## config.mk

```make
export PLATFORM = sky130hd
export DESIGN_NAME = regctl_bank
export DESIGN_NICKNAME = d
export VERILOG_FILES = /design/src/regctl_pkg.sv /design/src/regctl_ctl_reg.sv /design/src/regctl_bank.sv
export VERILOG_INCLUDE_DIRS = /design/src
export SDC_FILE = /design/constraint.sdc
export NUM_CORES = 1
export LEC_CHECK = 0
export BUFFER_PORTS_ARGS = -buffer_cell sky130_fd_sc_hd__buf_4
export CAP_MARGIN = 20
export CORE_AREA = 2 2 189 191
export DETAILED_ROUTE_END_ITERATION = 7
export DIE_AREA = 0 0 191 193
export PLACE_DENSITY = 0.6
export SETUP_SLACK_MARGIN = 0.3
export SLEW_MARGIN = 25
export SYNTH_ARGS = -nofsm -noshare
export SYNTH_HDL_FRONTEND = slang
export SYNTH_SLANG_ARGS = --single-unit
```

## constraint.sdc

```tcl
create_clock -name clk -period 4.9 [get_ports clk]
set_clock_uncertainty 0.2 [all_clocks]
set_input_delay 0.98 -clock clk [delete_from_list [all_inputs] [get_ports clk]]
set_output_delay 0.98 -clock clk [all_outputs]
set_load 0.02 [all_outputs]
```

## src/regctl_consts.svh

```systemverilog
// Offsets, field positions, reset values and page codes of the bank
`ifndef REGCTL_CONSTS_SVH
`define REGCTL_CONSTS_SVH

`define REGCTL_AW 8
`define REGCTL_DW 8

`define REGCTL_OFS_AUX 8'h6F
`define REGCTL_OFS_LIN3 8'h70
`define REGCTL_OFS_LIN4 8'h71
`define REGCTL_OFS_STAT 8'h7E
`define REGCTL_OFS_PAGE 8'h7F
`define REGCTL_OFS_EXT_BASE 8'h80

`define REGCTL_BIT_OFF_MODE 7
`define REGCTL_BIT_LOW_PWR 6
`define REGCTL_BIT_STBY_OFF 5
`define REGCTL_BIT_ENABLE 4
`define REGCTL_AUX_VBITS 2
`define REGCTL_LIN_VBITS 4

`define REGCTL_PAGE_FUNC 4'h0
`define REGCTL_PAGE_EXT1 4'h1
`define REGCTL_PAGE_EXT2 4'h2
`define REGCTL_PAGE_RST 4'h0

`define REGCTL_STAT_LOAD_DONE 0
`define REGCTL_STAT_SC_SEEN 1
`define REGCTL_STAT_FUSE_1V5 2

`define REGCTL_MODE_RST 3'h0
`define REGCTL_RD_RESERVED 8'h00
`define REGCTL_EXT_DEPTH 16

`endif

```

## src/regctl_pkg.sv

```systemverilog
// Types shared by the regulator control bank
package regctl_pkg;
    typedef logic [7:0] regctl_byte_t;
    typedef enum logic [2:0] {
        REGCTL_K_NONE = 3'b000,
        REGCTL_K_AUX = 3'b001,
        REGCTL_K_LIN3 = 3'b010,
        REGCTL_K_LIN4 = 3'b011,
        REGCTL_K_STAT = 3'b100,
        REGCTL_K_PAGE = 3'b101,
        REGCTL_K_EXT1 = 3'b110,
        REGCTL_K_EXT2 = 3'b111
    } regctl_kind_e;
endpackage

```

## src/regctl_ctl_reg.sv

```systemverilog
// One regulator control register with fuse-loaded enable and voltage code
`timescale 1ns/1ps
`default_nettype none
`include "regctl_consts.svh"
module regctl_ctl_reg #(
    parameter int VBITS = 4
) (
    input wire logic clk,
    input wire logic nrst,
    input wire logic ce,
    input wire logic mode_rst,
    input wire logic load_rst,
    input wire logic wr,
    input wire regctl_pkg::regctl_byte_t wdata,
    input wire logic [VBITS:0] load_val,
    output regctl_pkg::regctl_byte_t reg_q
);
    import regctl_pkg::*;

    logic [2:0] mode_q;
    logic [VBITS:0] fuse_q;

    // Mode bits: fixed zero default, power-on/off domain
    always_ff @(posedge clk) begin
        if (!nrst || mode_rst) begin
            mode_q <= `REGCTL_MODE_RST;
        end else if (ce && wr) begin
            mode_q <= wdata[7:5];
        end
    end

    // Fuse image follows its source while held; host writes are dropped until release
    always_ff @(posedge clk) begin
        if (!nrst) begin
            fuse_q <= '0;
        end else if (ce) begin
            if (load_rst) begin
                fuse_q <= load_val;
            end else if (wr) begin
                fuse_q <= {wdata[4], wdata[VBITS-1:0]};
            end
        end
    end

    generate
        if (VBITS < 4) begin : g_gap
            // Bits between the code and the enable are reserved, read zero
            assign reg_q = {mode_q, fuse_q[VBITS],
                            {(4 - VBITS){1'b0}}, fuse_q[VBITS-1:0]};
        end else begin : g_full
            assign reg_q = {mode_q, fuse_q};
        end
    endgenerate
endmodule
`default_nettype wire

```

## src/regctl_bank.sv

```systemverilog
// Paged 8-bit register bank holding the regulator control registers
`timescale 1ns/1ps
`default_nettype none
`include "regctl_consts.svh"
// How it works
// - Aux bit 7 picks full off or sleep on enable-pin turn-off.
// - Aux bit 6 allows low-power operation when set.
// - Aux bit 5 turns the regulator off in standby when set.
// - Aux bit 4 enables the regulator.
// - Aux bits 1:0 carry the two-bit voltage code out.
// - Linear three bits 7..4: off mode, low power, standby off, enable.
// - Linear three bits 3:0 carry its four-bit voltage code.
// - Linear four bits 7..4: off mode, low power, standby off, enable.
// - Linear four bits 3:0 carry its four-bit voltage code.
// - Page code 0 functional, 1 extended one, 2 extended two.
// - Addresses and data are all eight bits wide.
// - Low half decodes functional registers, high half the selected extended page, extended one under code 0.
// - Low half is the same whatever page is selected.
// - Functional registers stay reachable while an extended page is set.
// - Reserved addresses read zero and ignore writes.
// - Write-one-clear bits clear only where a one is written.
// - Read-only bits return their value and ignore writes.
// - Fuse bits load at start-up, or built-in defaults on 1.5 V supply.
// - Fuse bits become host writable only after their reset releases.
// - Each stored bit outside the extended pages belongs to one of several separate reset domains.
// - Control and page registers accept reads at any time; writes are dropped while a reset holds their bits.
module regctl_bank #(
    parameter int EXT_DEPTH = `REGCTL_EXT_DEPTH,
    parameter logic [2:0] AUX_DEF = 3'h0,
    parameter logic [4:0] LIN3_DEF = 5'h00,
    parameter logic [4:0] LIN4_DEF = 5'h00
) (
    input wire logic clk,
    input wire logic nrst,
    input wire logic ce,
    input wire logic reg_wr,
    input wire logic reg_rd,
    input wire logic [`REGCTL_AW-1:0] reg_addr,
    input wire regctl_pkg::regctl_byte_t reg_wdata,
    output regctl_pkg::regctl_byte_t reg_rdata,
    output logic reg_rvalid,
    input wire logic short_circuit_reset,
    input wire logic digital_supply_por_n,
    input wire logic digital_reset_n,
    input wire logic power_on_reset_n,
    input wire logic off_request_n,
    input wire logic fuse_load,
    input wire logic fuse_supply_input,
    input wire logic [2:0] fuse_aux,
    input wire logic [4:0] fuse_lin3,
    input wire logic [4:0] fuse_lin4,
    output logic aux_off_mode_sel,
    output logic aux_low_power_allow,
    output logic aux_standby_off,
    output logic aux_enable,
    output logic [1:0] aux_regulator,
    output logic lin3_off_mode_sel,
    output logic lin3_low_power_allow,
    output logic lin3_standby_off,
    output logic lin3_enable,
    output logic [3:0] linear_regulator_three,
    output logic lin4_off_mode_sel,
    output logic lin4_low_power_allow,
    output logic lin4_standby_off,
    output logic lin4_enable,
    output logic [3:0] linear_regulator_four,
    output logic [3:0] page_sel
);
    import regctl_pkg::*;

    localparam int EAW = $clog2(EXT_DEPTH);

    // Which storage an address reaches under a given page code
    function automatic regctl_kind_e addr_kind(
        input logic [7:0] a,
        input logic [3:0] pg
    );
        regctl_kind_e k;
        k = REGCTL_K_NONE;
        if (!a[7]) begin
            // Page code never consulted here
            case (a)
                `REGCTL_OFS_AUX: k = REGCTL_K_AUX;
                `REGCTL_OFS_LIN3: k = REGCTL_K_LIN3;
                `REGCTL_OFS_LIN4: k = REGCTL_K_LIN4;
                `REGCTL_OFS_STAT: k = REGCTL_K_STAT;
                `REGCTL_OFS_PAGE: k = REGCTL_K_PAGE;
                default: k = REGCTL_K_NONE;
            endcase
        end else if ({1'b0, a[6:0]} < 8'(EXT_DEPTH)) begin
            // Functional code shares the first extended layout
            case (pg)
                `REGCTL_PAGE_FUNC: k = REGCTL_K_EXT1;
                `REGCTL_PAGE_EXT1: k = REGCTL_K_EXT1;
                `REGCTL_PAGE_EXT2: k = REGCTL_K_EXT2;
                default: k = REGCTL_K_NONE;
            endcase
        end
        return k;
    endfunction

    logic [3:0] page_q;
    logic load_done_q;
    logic sc_seen_q;
    logic mode_rst;
    logic load_rst;
    logic load_rst_q;
    logic wr_aux;
    logic wr_lin3;
    logic wr_lin4;
    regctl_kind_e wr_kind;
    regctl_kind_e rd_kind;
    regctl_byte_t aux_q;
    regctl_byte_t lin3_q;
    regctl_byte_t lin4_q;
    regctl_byte_t stat_rd;
    regctl_byte_t ext1_mem [EXT_DEPTH];
    regctl_byte_t ext2_mem [EXT_DEPTH];
    logic [2:0] aux_load;
    logic [4:0] lin3_load;
    logic [4:0] lin4_load;
    logic [EAW-1:0] ext_idx;
    logic wr_page;
    logic wr_stat;
    logic wr_ext1;
    logic wr_ext2;
    regctl_byte_t rd_word;

    // Reset domains; nrst covers all of them
    assign mode_rst = !power_on_reset_n || !off_request_n;
    assign load_rst = fuse_load;

    // 1.5 V on the fuse supply means the fuses are not trusted
    assign aux_load = fuse_supply_input ? AUX_DEF : fuse_aux;
    assign lin3_load = fuse_supply_input ? LIN3_DEF : fuse_lin3;
    assign lin4_load = fuse_supply_input ? LIN4_DEF : fuse_lin4;

    // Decode is combinational so access needs no wait state
    assign wr_kind = addr_kind(reg_addr, page_q);
    assign rd_kind = addr_kind(reg_addr, page_q);
    assign wr_aux = reg_wr && (wr_kind == REGCTL_K_AUX);
    assign wr_lin3 = reg_wr && (wr_kind == REGCTL_K_LIN3);
    assign wr_lin4 = reg_wr && (wr_kind == REGCTL_K_LIN4);
    assign ext_idx = reg_addr[EAW-1:0];

    // One strobe per target keeps each process to a single condition
    assign wr_page = reg_wr && (wr_kind == REGCTL_K_PAGE);
    assign wr_stat = reg_wr && (wr_kind == REGCTL_K_STAT);
    assign wr_ext1 = reg_wr && (wr_kind == REGCTL_K_EXT1);
    assign wr_ext2 = reg_wr && (wr_kind == REGCTL_K_EXT2);

    regctl_ctl_reg #(
        .VBITS(`REGCTL_AUX_VBITS)
    ) u_aux (
        .clk(clk),
        .nrst(nrst),
        .ce(ce),
        .mode_rst(mode_rst),
        .load_rst(load_rst),
        .wr(wr_aux),
        .wdata(reg_wdata),
        .load_val(aux_load),
        .reg_q(aux_q)
    );

    regctl_ctl_reg #(
        .VBITS(`REGCTL_LIN_VBITS)
    ) u_lin3 (
        .clk(clk),
        .nrst(nrst),
        .ce(ce),
        .mode_rst(mode_rst),
        .load_rst(load_rst),
        .wr(wr_lin3),
        .wdata(reg_wdata),
        .load_val(lin3_load),
        .reg_q(lin3_q)
    );

    regctl_ctl_reg #(
        .VBITS(`REGCTL_LIN_VBITS)
    ) u_lin4 (
        .clk(clk),
        .nrst(nrst),
        .ce(ce),
        .mode_rst(mode_rst),
        .load_rst(load_rst),
        .wr(wr_lin4),
        .wdata(reg_wdata),
        .load_val(lin4_load),
        .reg_q(lin4_q)
    );

    // Controls straight from the register flops
    assign aux_off_mode_sel = aux_q[`REGCTL_BIT_OFF_MODE];
    assign aux_low_power_allow = aux_q[`REGCTL_BIT_LOW_PWR];
    assign aux_standby_off = aux_q[`REGCTL_BIT_STBY_OFF];
    assign aux_enable = aux_q[`REGCTL_BIT_ENABLE];
    assign aux_regulator = aux_q[`REGCTL_AUX_VBITS-1:0];
    assign lin3_off_mode_sel = lin3_q[`REGCTL_BIT_OFF_MODE];
    assign lin3_low_power_allow = lin3_q[`REGCTL_BIT_LOW_PWR];
    assign lin3_standby_off = lin3_q[`REGCTL_BIT_STBY_OFF];
    assign lin3_enable = lin3_q[`REGCTL_BIT_ENABLE];
    assign linear_regulator_three = lin3_q[3:0];
    assign lin4_off_mode_sel = lin4_q[`REGCTL_BIT_OFF_MODE];
    assign lin4_low_power_allow = lin4_q[`REGCTL_BIT_LOW_PWR];
    assign lin4_standby_off = lin4_q[`REGCTL_BIT_STBY_OFF];
    assign lin4_enable = lin4_q[`REGCTL_BIT_ENABLE];
    assign linear_regulator_four = lin4_q[3:0];
    assign page_sel = page_q;

    // Page register, digital reset domain; upper nibble reserved
    always_ff @(posedge clk) begin
        if (!nrst || !digital_reset_n) begin
            page_q <= `REGCTL_PAGE_RST;
        end else if (ce && wr_page) begin
            page_q <= reg_wdata[3:0];
        end
    end

    // Delayed load flag marks the end of a fuse load
    always_ff @(posedge clk) begin
        if (!nrst) begin
            load_rst_q <= 1'b0;
        end else if (ce) begin
            load_rst_q <= load_rst;
        end
    end

    // Load-done sticky: short-circuit plus digital supply domain
    always_ff @(posedge clk) begin
        if (!nrst || short_circuit_reset || !digital_supply_por_n) begin
            load_done_q <= 1'b0;
        end else if (ce) begin
            // Set beats a clear in the same cycle
            if (load_rst_q && !load_rst) begin
                load_done_q <= 1'b1;
            end else if (wr_stat &&
                         reg_wdata[`REGCTL_STAT_LOAD_DONE]) begin
                load_done_q <= 1'b0;
            end
        end
    end

    // Short-circuit sticky: digital supply domain alone
    always_ff @(posedge clk) begin
        if (!nrst || !digital_supply_por_n) begin
            sc_seen_q <= 1'b0;
        end else if (ce) begin
            if (short_circuit_reset) begin
                sc_seen_q <= 1'b1;
            end else if (wr_stat &&
                         reg_wdata[`REGCTL_STAT_SC_SEEN]) begin
                sc_seen_q <= 1'b0;
            end
        end
    end

    // Fuse supply level is read-only, writes have no path to it
    assign stat_rd = {5'h00, fuse_supply_input, sc_seen_q,
                      load_done_q};

    // Extended page storage; contents survive page switches
    always_ff @(posedge clk) begin
        if (ce && wr_ext1) begin
            ext1_mem[ext_idx] <= reg_wdata;
        end
    end

    always_ff @(posedge clk) begin
        if (ce && wr_ext2) begin
            ext2_mem[ext_idx] <= reg_wdata;
        end
    end

    // Read mux; unmapped kinds fall through to the reserved value
    always_comb begin
        case (rd_kind)
            REGCTL_K_AUX: rd_word = aux_q;
            REGCTL_K_LIN3: rd_word = lin3_q;
            REGCTL_K_LIN4: rd_word = lin4_q;
            REGCTL_K_STAT: rd_word = stat_rd;
            REGCTL_K_PAGE: rd_word = {4'h0, page_q};
            REGCTL_K_EXT1: rd_word = ext1_mem[ext_idx];
            REGCTL_K_EXT2: rd_word = ext2_mem[ext_idx];
            default: rd_word = `REGCTL_RD_RESERVED;
        endcase
    end

    // Read data registered one cycle after the strobe
    always_ff @(posedge clk) begin
        if (!nrst) begin
            reg_rdata <= `REGCTL_RD_RESERVED;
            reg_rvalid <= 1'b0;
        end else if (ce) begin
            reg_rvalid <= reg_rd;
            if (reg_rd) begin
                reg_rdata <= rd_word;
            end
        end
    end
endmodule
`default_nettype wire

```

# Word-level counts from Yosys, hierarchy flattened
# Memories as Yosys holds them, arrays and structs flattened.
# Cells that the tools add are included.
dict set report word_totals {
  in_bits 41
  memories 2
  register_bits 38
  ram_bits 256
  out_inout_bits 35
  wordCells 92
}
dict set report op_classes {
  mux 22
  n_reduce_logical 41
  magnitude_cmp 1
  eq_ne 14
}
# memory depth word_bits read_ports rd_clocked_by_memory_dff write_ports line_no
set memory_table {}
lappend memory_table {ext1_mem 16 8 1 0 1 regctl_bank.sv:117} ;# regctl_byte_t ext1_mem [EXT_DEPTH];
lappend memory_table {ext2_mem 16 8 1 0 1 regctl_bank.sv:118} ;# regctl_byte_t ext2_mem [EXT_DEPTH];
# operator count
set op_table {}
lappend op_table {{case mux 8 bit (7 select lines)} 1}
lappend op_table {{== test 8 x 7 -> 1 bit, second input constant} 5}
lappend op_table {{two-way mux 5 bit} 6}
lappend op_table {{logical AND 1 bit} 16}
lappend op_table {{two-way mux 3 bit} 5}
lappend op_table {{case mux 3 bit (5 select lines)} 1}
lappend op_table {{== test 3 bit, second input constant} 4}
lappend op_table {{AND reduction 2 bit} 6}
lappend op_table {{nonzero test 2 bit} 5}
lappend op_table {{two-way mux 1 bit} 8}
lappend op_table {{less-than comparator 7 x 5 -> 1 bit, second input constant} 1}
lappend op_table {{== test 3 x 2 -> 1 bit, second input constant} 2}
lappend op_table {{logical NOT 1 bit} 6}
lappend op_table {{logical OR 1 bit} 6}
lappend op_table {{case mux 3 bit (2 select lines)} 1}
lappend op_table {{== test 4 x 1 -> 1 bit, second input constant} 1}
lappend op_table {{== test 4 x 2 -> 1 bit, second input constant} 1}
lappend op_table {{logical NOT 4 bit} 1}
lappend op_table {{== test 3 x 1 -> 1 bit, second input constant} 1}
lappend op_table {{OR reduction 2 bit} 1}

# Logic depth before layout (Yosys ltp)
# Gate-level depths: netlist (run 1).
dict set report depth {
  depth_word 10
  depth_mapped 8
  mapped_depth_nobuf 5
}

# Hierarchy
# A second synthesis (run 1) with hierarchy kept.
dict set report unflattened {
  cells_unflattened 794
  area_unflattened_um2 12675.9
}
# module n_inst cells_per_inst area_per_inst_um2 seq_area_each_um2
set modules_own_cells {}
lappend modules_own_cells {regctl_bank 1 673 11380.9 8007.7}
lappend modules_own_cells {{regctl_ctl_reg at u_lin3 ...} 2 43 460.4 160.2}
lappend modules_own_cells {{regctl_ctl_reg at u_aux} 1 35 374.1 120.1}

# Worst setup path after synthesis (run 1)
# Ideal clock, no wire load.
dict set report synth_path {
  path_kind {input -> register}
  from {input reg_addr[5]}
  to {memory ext1_mem[10][0] (netlist name), enable pin}
  setup_time_ps 383
  cell_stages 6
  setup_slack_ps 1628
  path_buffers 1
  arrival_ps 2689
  t_required_ps 4317
  cell_sequence {nor4_4 > nand2_1 > nor2_1 > nand3_2 > buf_2 > nor3_1}
}
dict set report synth_between {
  elab_chain_len 8
  word_cells_on_any_way 14
  classes_between {1 x order compare; 6 x eq/ne; 5 x mux; 2 x reduce/logical}
}
# element line_no
set synth_rtl {}
lappend synth_rtl {{from (decl)} regctl_bank.sv:38} ;# input wire logic [`REGCTL_AW-1:0] reg_addr,
lappend synth_rtl {{less-than comparator 7 x 5 -> 1 bit / == test 8 x 7 -> 1 bit (equally long branches)} {regctl_bank.sv:90, regctl_bank.sv:82}}
lappend synth_rtl {{two-way mux 3 bit / case mux 3 bit (5 select lines) (equally long branches)} {regctl_bank.sv:90, regctl_bank.sv:82}}
lappend synth_rtl {{two-way mux 3 bit *} regctl_bank.sv:80} ;# if (!a[7]) begin
lappend synth_rtl {{== test 3 bit *} regctl_bank.sv:149} ;# assign wr_ext1 = reg_wr && (wr_kind == REGCTL_K_EXT1);
lappend synth_rtl {{logical AND 1 bit *} regctl_bank.sv:149}
lappend synth_rtl {{logical AND 1 bit *} regctl_bank.sv:265} ;# if (ce && wr_ext1) begin
lappend synth_rtl {{two-way mux 1 bit *} regctl_bank.sv:265}
lappend synth_rtl {{two-way mux 1 bit (implied by the code) *} regctl_bank.sv:266} ;# ext1_mem[ext_idx] <= reg_wdata;
lappend synth_rtl {{to (decl)} regctl_bank.sv:117}
# Every way passes the cells marked *; elsewhere a longest branch is shown, timed or not.

# Worst setup path in the final report (run 1)
dict set report layout_path {
  from {input reg_addr[0]}
  to {memory ext2_mem[9][7] (netlist name), enable pin}
}
dict set report layout_between {
  elab_chain_len 8
  word_cells_on_any_way 14
  classes_between {1 x order compare; 6 x eq/ne; 5 x mux; 2 x reduce/logical}
}
# element line_no
set layout_rtl {}
lappend layout_rtl {{less-than comparator 7 x 5 -> 1 bit / == test 8 x 7 -> 1 bit (equally long branches)} {regctl_bank.sv:90, regctl_bank.sv:82}}
lappend layout_rtl {{two-way mux 3 bit / case mux 3 bit (5 select lines) (equally long branches)} {regctl_bank.sv:90, regctl_bank.sv:82}}
lappend layout_rtl {{two-way mux 3 bit} regctl_bank.sv:80}
lappend layout_rtl {{== test 3 bit} regctl_bank.sv:150} ;# assign wr_ext2 = reg_wr && (wr_kind == REGCTL_K_EXT2);
lappend layout_rtl {{logical AND 1 bit} regctl_bank.sv:150}
lappend layout_rtl {{logical AND 1 bit} regctl_bank.sv:271} ;# if (ce && wr_ext2) begin
lappend layout_rtl {{two-way mux 1 bit} regctl_bank.sv:271}
lappend layout_rtl {{two-way mux 1 bit (implied by the code)} regctl_bank.sv:272} ;# ext2_mem[ext_idx] <= reg_wdata;
lappend layout_rtl {{to (decl)} regctl_bank.sv:118}
# Parallel ways exist; a longest one is shown, timed or not.

==> results.cfg, run 1 <==
[job]
cap_violations = 0

[detailed_routing]
drt_pass1_iterations = 5
via_per_inst = 5.32
final_antenna_net_count = 0
wl_per_cell_um = 23.0
wirelength_um = 29300
post-route-drc-count = 0
vias = 6763
drtIter0Drc = 675

[power_and_ir_drop]
power.density_nw_per_um2 = 368
total_power_mw = 5.18
p_sw_frac = 0.212
power.switching_mw = 1.10
pwr-share-clk = 0.417
leakage_nw = 4.61
seq_power_share = 0.528
ir_drop_mv = 0.213
comb_power_share = 0.055
internal_power_mw = 4.08

[sta]
finalMaxSlewViolations = 0
finalHoldViolCount = 0
grt_setup_unrepaired = no
setup_viol = 0
finalCritPeriodShare = 0.656
max_freq_ghz = 0.311
worst_slew_pin_slew_ns = 0.971
finalCriticalPeriod_ns = 3.22
setup_ws_ns = 1.68
relSlewSlack = 0.350
setup_tns_ns = 0

[floorplanning]
coreArea_um2 = 35000
die_width_um = 191
die_area_um2 = 36900
die_y_um = 193
ios = 76
rows = 69
start_util = 0.344

[clock_tree]
cts_buffer_depth = 3
ctsHtreeMaxLevel = 1
cts_buffers = 30
clk_latency_ns = 0.55
cts_tree = built
clock_sink_count = 294
ctsRootBufferMaster = clkbuf_16
clk_pin_slew_ns = 0.06
hold_buffers = 0
ctsResizeCount = 0
post_cts_buffers = 0

[cells_and_area]
drive_gt1_frac = 0.277
n_antenna_cell = 0
nets = 829
final_cell_area_um2 = 14100
mostFrequentLayoutCell = edfxtp_1
layout_common_cells = edfxtp_1, buf_4, mux4_2
nFillCells = 3131
area_growth_pct = 17.2

[grt]
grt_max_degree = 56
grt_use_total = 0.159
antenna_found_initial = 0
gr-total-overflow = 0
grt_pass1_wl_um = 43300
grt_pass1_vias = 6793

[synth]
ys_ff_latch = 294
synthDistinctLibCells = 51
yosysSeqAreaShare = 0.702
syn_area_per_cell_um2 = 17.4
ys.flop_type = edfxtp_1
synthArstFlopShare = 0
synth_fp_nets = 734
synth_edf_count = 256
netlist_area_um2 = 12000
ys_warn_count = 0
syn_inst = 693

[min_path]
hold_class = flip-flop to flip-flop

[setup_path]
startpoint_type = input pin
worstPathRequired_ns = 4.87
cp_max_fo = 47
path_class = input pin to flip-flop
cp.arrival_ns = 3.18
critPathCaptureType = flip-flop

[placed_design]
port_buffers = 75
place.gp.congestion = 0.879
hpwl_um = 18400
place_area_um2 = 13200
dp_slack_ns = 1.08

[outcome]
status = completed
==> worst max-delay path, cell delays in order <==
cell	delay [ns]
buf_4	0.64
nand2b_1	0.60
nor2_1	0.91
==> final timing paths <==
| path | endpoint | slack, ns | cells past startpoint | from |
|---|---|---|---|---|
| worst max-delay path | ext2_mem[9][7] | 1.68 | 3 | reg_addr[0] |
| worst min register to register | load_rst_q | 0.28 | 2 | load_rst_q |
| worst max register to register | ext2_mem[9][7] | 1.91 | 4 | page_sel[3] |
| worst min-delay path | load_rst_q | 0.28 | 2 | load_rst_q |
==> synthesized netlist by cell type (2+ instances only) <==
| cell | number | area share |
|---|---|---|
| buf_4 | 3 | 0.0019 |
| nand2b_1 | 6 | 0.0031 |
| a31oi_1 | 6 | 0.0031 |
| nor3_1 | 26 | 0.011 |
| a211oi_1 | 4 | 0.0025 |
| nor3b_1 | 5 | 0.0031 |
| o22ai_1 | 4 | 0.0021 |
| buf_2 | 17 | 0.0071 |
| mux4_1 | 4 | 0.0087 |
| nand3_1 | 6 | 0.0025 |
| o211a_1 | 10 | 0.0083 |
| nor4_1 | 3 | 0.0016 |
| a21boi_0 | 2 | 0.0012 |
| mux2i_1 | 33 | 0.027 |
| a222oi_1 | 3 | 0.0025 |
| a22oi_1 | 4 | 0.0025 |
| nor4b_1 | 2 | 0.0015 |
| a221oi_1 | 3 | 0.0022 |
| clkbuf_1 | 13 | 0.0041 |
| buf_1 | 3 | 0.00094 |
| edfxtp_1 | 256 | 0.64 |
| mux2_2 | 12 | 0.011 |
| nor2_1 | 39 | 0.012 |
| dfxtp_1 | 38 | 0.063 |
| o211ai_1 | 8 | 0.0050 |
| nand4b_1 | 3 | 0.0022 |
| a21oi_1 | 19 | 0.0079 |
| mux4_2 | 61 | 0.11 |
| buf_6 | 4 | 0.0037 |
| o21ai_0 | 13 | 0.0054 |
| o21bai_1 | 2 | 0.0012 |
| or2_2 | 2 | 0.0010 |
| nand2_1 | 42 | 0.013 |
| and2_1 | 8 | 0.0042 |
| a2111oi_0 | 2 | 0.0015 |
| nor2b_1 | 11 | 0.0057 |
| nand4_1 | 2 | 0.0010 |
==> cell families (layout without fill, tap and decap cells) <==
kind of cell / after synthesis / after routing / synth area share
DFF: 294 / 294 / 0.702
and+or+nand+nor: 165 / 165 / 0.0704
muxes: 110 / 110 / 0.162
AOI/OAI and AO/OA: 83 / 83 / 0.0478
buffers and inverters: 41 / 158 / 0.0180
==> sequential cells by signal, summed over array words and instances, names as in the netlist <==
register / cells
u_lin4.fuse_q: 5
ext2_mem: 128
reg_rvalid: 1
load_rst_q: 1
ext1_mem: 128
load_done_q: 1
page_sel: 4
reg_rdata: 8
u_lin3.fuse_q: 5
sc_seen_q: 1
u_lin3.mode_q: 3
u_lin4.mode_q: 3
u_aux.mode_q: 3
u_aux.fuse_q: 3
==> layer usage <==
metal	global-route usage	part of all wire
met1	0.222	0.44
met5	0	0
met4	0.0435	0.019
met2	0.256	0.46
met3	0.0281	0.071
==> area by class of cell <==
| type | instances | area, um2 | share of cell area |
|---|---|---|---|
| Sequential cell | 294 | 8450 | 0.599 |
| Multi-Input combinational cell | 358 | 3370 | 0.239 |
| Clock inverter | 20 | 140 | 0.00994 |
| Inverter | 1 | 3.75 | 0.000266 |
| Tap cell | 461 | 577 | 0.0409 |
| Clock buffer | 34 | 787 | 0.0558 |
| Timing Repair Buffer | 103 | 773 | 0.0549 |
==> through the flow <==
step	cells	util	hold slack [ns]
after global placement	1217	0.377	0.268
after floorplan	693	-	0.256
final	1271	0.403	0.283
after CTS	1271	0.403	0.287
after global routing	1271	0.403	0.322
after detailed placement	1217	0.377	0.278
==> power by group through the flow <==
stage / sequential, mW / clock [mW] / combinational (mW)
floorplan: 2.80 / 0 / 0.157
global placement: 2.79 / 0 / 0.287
detailed placement: 2.79 / 0 / 0.290
CTS: 2.74 / 2.21 / 0.291
global route: 2.74 / 2.31 / 0.309
finish: 2.74 / 2.16 / 0.286
(Power assumes the default switching activity.)
==> inputs of run 2 (changes only) <==
--- a/config.mk
+++ b/config.mk
@@ -11,7 +11,7 @@
 export CORE_AREA = 2 2 189 191
 export DETAILED_ROUTE_END_ITERATION = 7
 export DIE_AREA = 0 0 191 193
-export PLACE_DENSITY = 0.6
+export PLACE_DENSITY = 0.62
 export SETUP_SLACK_MARGIN = 0.3
 export SLEW_MARGIN = 25
 export SYNTH_ARGS = -nofsm -noshare
==> constraint.sdc (replaced) <==
create_clock -name clk -period 2.9 [get_ports clk]
set_clock_uncertainty 0.2 [all_clocks]
set_input_delay 0.58 -clock clk [delete_from_list [all_inputs] [get_ports clk]]
set_output_delay 0.58 -clock clk [all_outputs]
set_load 0.02 [all_outputs]
==> results.cfg, run 2 (synthesis gave the netlist of run 1 again) <==
[clock_tree]
cts_tree = built
ctsRootBufferMaster = clkbuf_16
cts_buffer_depth = 3
ctsResizeCount = 0
ctsHtreeMaxLevel = 1
post_cts_buffers = 0
cts_buffers = 31
clock_sink_count = 294
clk_pin_slew_ns = 0.07
hold_buffers = 1
clk_latency_ns = 0.56

[detailed_routing]
wirelength_um = 29700
via_per_inst = 5.29
vias = 6917
post-route-drc-count = 0
drtIter0Drc = 694
wl_per_cell_um = 22.7
final_antenna_net_count = 0
drt_pass1_iterations = 5

[cells_and_area]
drive_gt1_frac = 0.322
reg.largest.list = ext1_mem: 128 flops, ext2_mem: 128 flops, reg_rdata: 8 flops
layout_common_cells = edfxtp_1, buf_4, mux4_2
mostFrequentLayoutCell = edfxtp_1
nets = 866
n_antenna_cell = 0
area_growth_pct = 21.3

[floorplanning]
rows = 69
die_area_um2 = 36900
coreArea_um2 = 35000
start_util = 0.344
ios = 76
die_width_um = 191
die_y_um = 193

[setup_path]
cp.arrival_ns = 2.51
slowest_stage = or3_1
reg2reg_depth = 5
slowest_delay_ns = 0.49
startpoint_type = flip-flop
crit_chain = nor4_4 -> nand4b_1 -> or3_1 -> nor2_1 -> buf_4
worstPathRequired_ns = 2.96
reg2reg_from = page_sel[3]
critPathCaptureType = flip-flop
worstReg2RegEnd = ext2_mem[10][6]
cp_max_fo = 8
path_class = flip-flop to flip-flop
reg2reg_setup_slack_ns = 0.45

[sta]
worst_slew_pin_slew_ns = 0.737
finalCritPeriodShare = 0.845
setup_ws_ns = 0.449
setup_tns_ns = 0
relSlewSlack = 0.505
finalMaxSlewViolations = 0
setup_viol = 0
finalHoldViolCount = 0
finalCriticalPeriod_ns = 2.45
max_freq_ghz = 0.408
grt_setup_unrepaired = no

[power_and_ir_drop]
comb_power_share = 0.057
internal_power_mw = 7.20
pwr-share-clk = 0.436
leakage_nw = 4.91
power.density_nw_per_um2 = 624
p_sw_frac = 0.209
power.switching_mw = 1.90
seq_power_share = 0.508
ir_drop_mv = 0.412
total_power_mw = 9.10

[grt]
antenna_found_initial = 1
gr-total-overflow = 0
grt_pass1_vias = 7034
grt_max_degree = 38
grt_use_total = 0.164
grt_pass1_wl_um = 44700

[placed_design]
port_buffers = 75
hpwl_um = 19500
dp_slack_ns = 0.0249
place.gp.congestion = 0.840

[min_path]
hold_class = input pin to flip-flop
holdPathEnd = sc_seen_q
min_from = digital_supply_por_n
worstHoldPathCells = 3

[outcome]
status = completed

[job]
cap_violations = 0
[run 2: layout make-up]
class / count / area [um2]
fill: 3094 / 20400
multi-input combinational: 358 / 3480
tap: 461 / 577
clock inverter: 18 / 213
timing repair buffer: 139 / 1080
clock buffer: 37 / 798
sequential: 294 / 8450
inverter: 1 / 3.75
[run 2: critical path: cells and delay by family, from the launching register on]
family	cells	cell delay, ns
DFF	1	0.38
buffers and inverters	1	0.21
and+or+nand+nor	4	1.36
[run 2: worst max path at each step]
stage / endpoint / startpoint / slack, ns / cells after the start
after global placement: reg_rdata[7] / reg_addr[1] / 0.03 / 5
after detailed placement: reg_rdata[7] / reg_addr[1] / 0.02 / 5
after global routing: ext1_mem[8][4] / page_sel[3] / 0.36 / 7
final: ext2_mem[10][6] / page_sel[3] / 0.45 / 5
after CTS: ext2_mem[9][0] / page_sel[3] / 0.48 / 5
after floorplan: ext1_mem[4][0] / reg_addr[0] / 0.12 / 6
[run 2: stage by stage]
| stage | util | cells | hold WS (ns) | instance area (um2) |
|---|---|---|---|---|
| global route | 0.418 | 1308 | 0.106 | 14600 |
| CTS | 0.418 | 1308 | 0.0855 | 14600 |
| detailed placement | 0.388 | 1252 | 0.276 | 13600 |
| global placement | 0.388 | 1252 | 0.269 | 13600 |
| finish | 0.418 | 1308 | 0.0965 | 14600 |
| floorplan | - | 693 | 0.256 | 12100 |
[run 2: routing by layer]
| layer | track usage | vias to the layer above | wire (um) |
|---|---|---|---|
| met4 | 0.0397 | 0 | 498 |
| li1 | - | 3063 | - |
| met1 | 0.236 | 3531 | 13100 |
| met5 | 0 | - | 0 |
| met2 | 0.262 | 282 | 13800 |
| met3 | 0.0257 | 41 | 2300 |
[run 2: power groups by stage]
stage	Combinational (mW)	Clock (mW)	Sequential, mW
floorplan	0.272	0	4.72
global placement	0.510	0	4.71
detailed placement	0.517	0	4.71
CTS	0.519	4.04	4.62
global route	0.554	4.22	4.62
finish	0.516	3.97	4.62
==> inputs of run 3 (changes only) <==
--- a/config.mk
+++ b/config.mk
@@ -11,7 +11,7 @@
 export CORE_AREA = 2 2 189 191
 export DETAILED_ROUTE_END_ITERATION = 7
 export DIE_AREA = 0 0 191 193
-export PLACE_DENSITY = 0.62
+export PLACE_DENSITY = 0.6
 export SETUP_SLACK_MARGIN = 0.3
 export SLEW_MARGIN = 25
 export SYNTH_ARGS = -nofsm -noshare
==> constraint.sdc (replaced) <==
create_clock -name clk -period 2.4 [get_ports clk]
set_clock_uncertainty 0.2 [all_clocks]
set_input_delay 0.48 -clock clk [delete_from_list [all_inputs] [get_ports clk]]
set_output_delay 0.48 -clock clk [all_outputs]
set_load 0.02 [all_outputs]
==> results.cfg, run 3 (synthesis gave the netlist of run 1 again) <==
[cells_and_area]
fin_cells = 1380
area_growth_pct = 32.8
final_cell_area_um2 = 16000
layout_common_cells = edfxtp_1, buf_4, mux4_2
n_antenna_cell = 0
mostFrequentLayoutCell = edfxtp_1
reg.largest.list = ext1_mem: 128 flops, ext2_mem: 128 flops, reg_rdata: 8 flops
drive_gt1_frac = 0.421
nets = 939

[floorplanning]
die_area_um2 = 36900
coreArea_um2 = 35000
die_width_um = 191
rows = 69
start_util = 0.344
ios = 76
die_y_um = 193

[power_and_ir_drop]
p_sw_frac = 0.215
ir_drop_mv = 0.461
leakage_nw = 5.50
comb_power_share = 0.068
power.switching_mw = 2.37
internal_power_mw = 8.65
total_power_mw = 11.0
pwr-share-clk = 0.425
power.density_nw_per_um2 = 690
seq_power_share = 0.507

[placed_design]
place.gp.congestion = 0.841
hpwl_um = 21600
place_area_um2 = 14700
dp_cells = 1317
port_buffers = 75

[setup_path]
worstReg2RegEnd = ext1_mem[6][2]
critPathCaptureType = flip-flop
slowest_stage = dfxtp_2
path_buf_inv = 3
worstPathRequired_ns = 2.46
cp_top_family = simple AND/OR/NAND/NOR gates
path_class = flip-flop to flip-flop
cp_max_fo = 15
reg2reg_depth = 8
reg2reg_from = page_sel[2]
slowest_delay_ns = 0.33
crit_chain = nor4_4 -> buf_4 -> nand2_4 -> nor2_4 -> nand3_4 -> buf_12 -> nor3_4 -> buf_12
path_common_cell = buf_12
reg2reg_setup_slack_ns = 0.24
startpoint_type = flip-flop
cp.arrival_ns = 2.22

[detailed_routing]
wirelength_um = 31400
via_per_inst = 5.22
wl_per_cell_um = 22.8
vias = 7209
drt_pass1_iterations = 7
post-route-drc-count = 0
drtIter0Drc = 582
final_antenna_net_count = 0

[sta]
worst_slew_pin_slew_ns = 0.803
finalCritPeriodShare = 0.900
whs_ns = 0.0363
finalCriticalPeriod_ns = 2.16
max_freq_ghz = 0.463
grt_setup_unrepaired = yes
finalHoldViolCount = 0
relSlewSlack = 0.463
setup_viol = 0
finalMaxSlewViolations = 0

[grt]
grt_pass1_vias = 7386
grt_pass1_wl_um = 46700
antenna_found_initial = 0
gr-total-overflow = 0
grt_max_degree = 36
grt_use_total = 0.173

[min_path]
hold_class = input pin to flip-flop
min_from = digital_reset_n
holdPathEnd = page_sel[1]
worstHoldPathCells = 3

[clock_tree]
clock_sink_count = 294
ctsRootBufferMaster = clkbuf_16
cts_buffer_depth = 3
cts_tree = built
clk_latency_ns = 0.55
clk_pin_slew_ns = 0.06
cts_buffers = 31
ctsHtreeMaxLevel = 1

[job]
cap_violations = 0

[outcome]
status = completed
[run 3: power groups by stage]
stage	logic (mW)	clock network, mW	registers [mW]
after floorplan	0.358	0	5.71
after global placement	0.733	0	5.69
after detailed placement	0.741	0	5.69
after CTS	0.751	4.77	5.58
after global routing	0.806	4.97	5.58
final	0.754	4.69	5.58
[run 3: stage by stage]
| step | setup slack (ns) | util | TNS, ns |
|---|---|---|---|
| 2_1_floorplan | 0.0181 | - | 0 |
| 3_3_place_gp | -0.335 | 0.421 | -9.65 |
| 3_5_place_dp | -0.357 | 0.421 | -9.84 |
| 4_1_cts | 0.225 | 0.453 | 0 |
| 5_1_grt | 0.174 | 0.457 | 0 |
| 6_report | 0.240 | 0.457 | 0 |
[run 3: repair_timing]
action | CTS | global route
pin swaps | 14 | 15
setup endpoints to repair | 205 | 261
resized for setup | 12 | 27
setup buffers | 5 | 2
endpoints found under the hold margin | 2 | 0
hold buffers | 2 | 0
cloned | 0 | 0
[run 3: worst max path at each step]
stage | slack (ns) | depth (start not counted) | from | to
floorplan | 0.02 | 6 | reg_addr[5] | ext1_mem[14][0]
global placement | -0.33 | 5 | reg_addr[1] | reg_rdata[7]
detailed placement | -0.36 | 5 | reg_addr[1] | reg_rdata[7]
CTS | 0.22 | 8 | page_sel[3] | ext1_mem[6][2]
global route | 0.17 | 8 | page_sel[2] | ext1_mem[6][2]
finish | 0.24 | 8 | page_sel[2] | ext1_mem[6][2]
[run 3: area by class of cell]
| cell class | instances | area, um2 |
|---|---|---|
| tap | 461 | 577 |
| inverter | 1 | 3.75 |
| clock inverter | 15 | 163 |
| fill | 2997 | 19000 |
| clock buffer | 39 | 826 |
| sequential | 294 | 8450 |
| multi-input combinational | 358 | 3800 |
| timing repair buffer | 212 | 2160 |
[run 3: worst reg2reg max path, stage by stage (launching register included)]
cell and delay [ns]:
dfxtp_2 0.33, nor4_4 0.29, buf_4 0.18, nand2_4 0.07
nor2_4 0.13, nand3_4 0.10, buf_12 0.18, nor3_4 0.24
buf_12 0.15
[run 3: layer usage]
layer	global-route usage	vias up	wire, um
met5	0	-	0
met4	0.0483	0	736
met3	0.0206	50	1780
met2	0.284	242	14800
met1	0.243	3693	14100
li1	-	3224	-
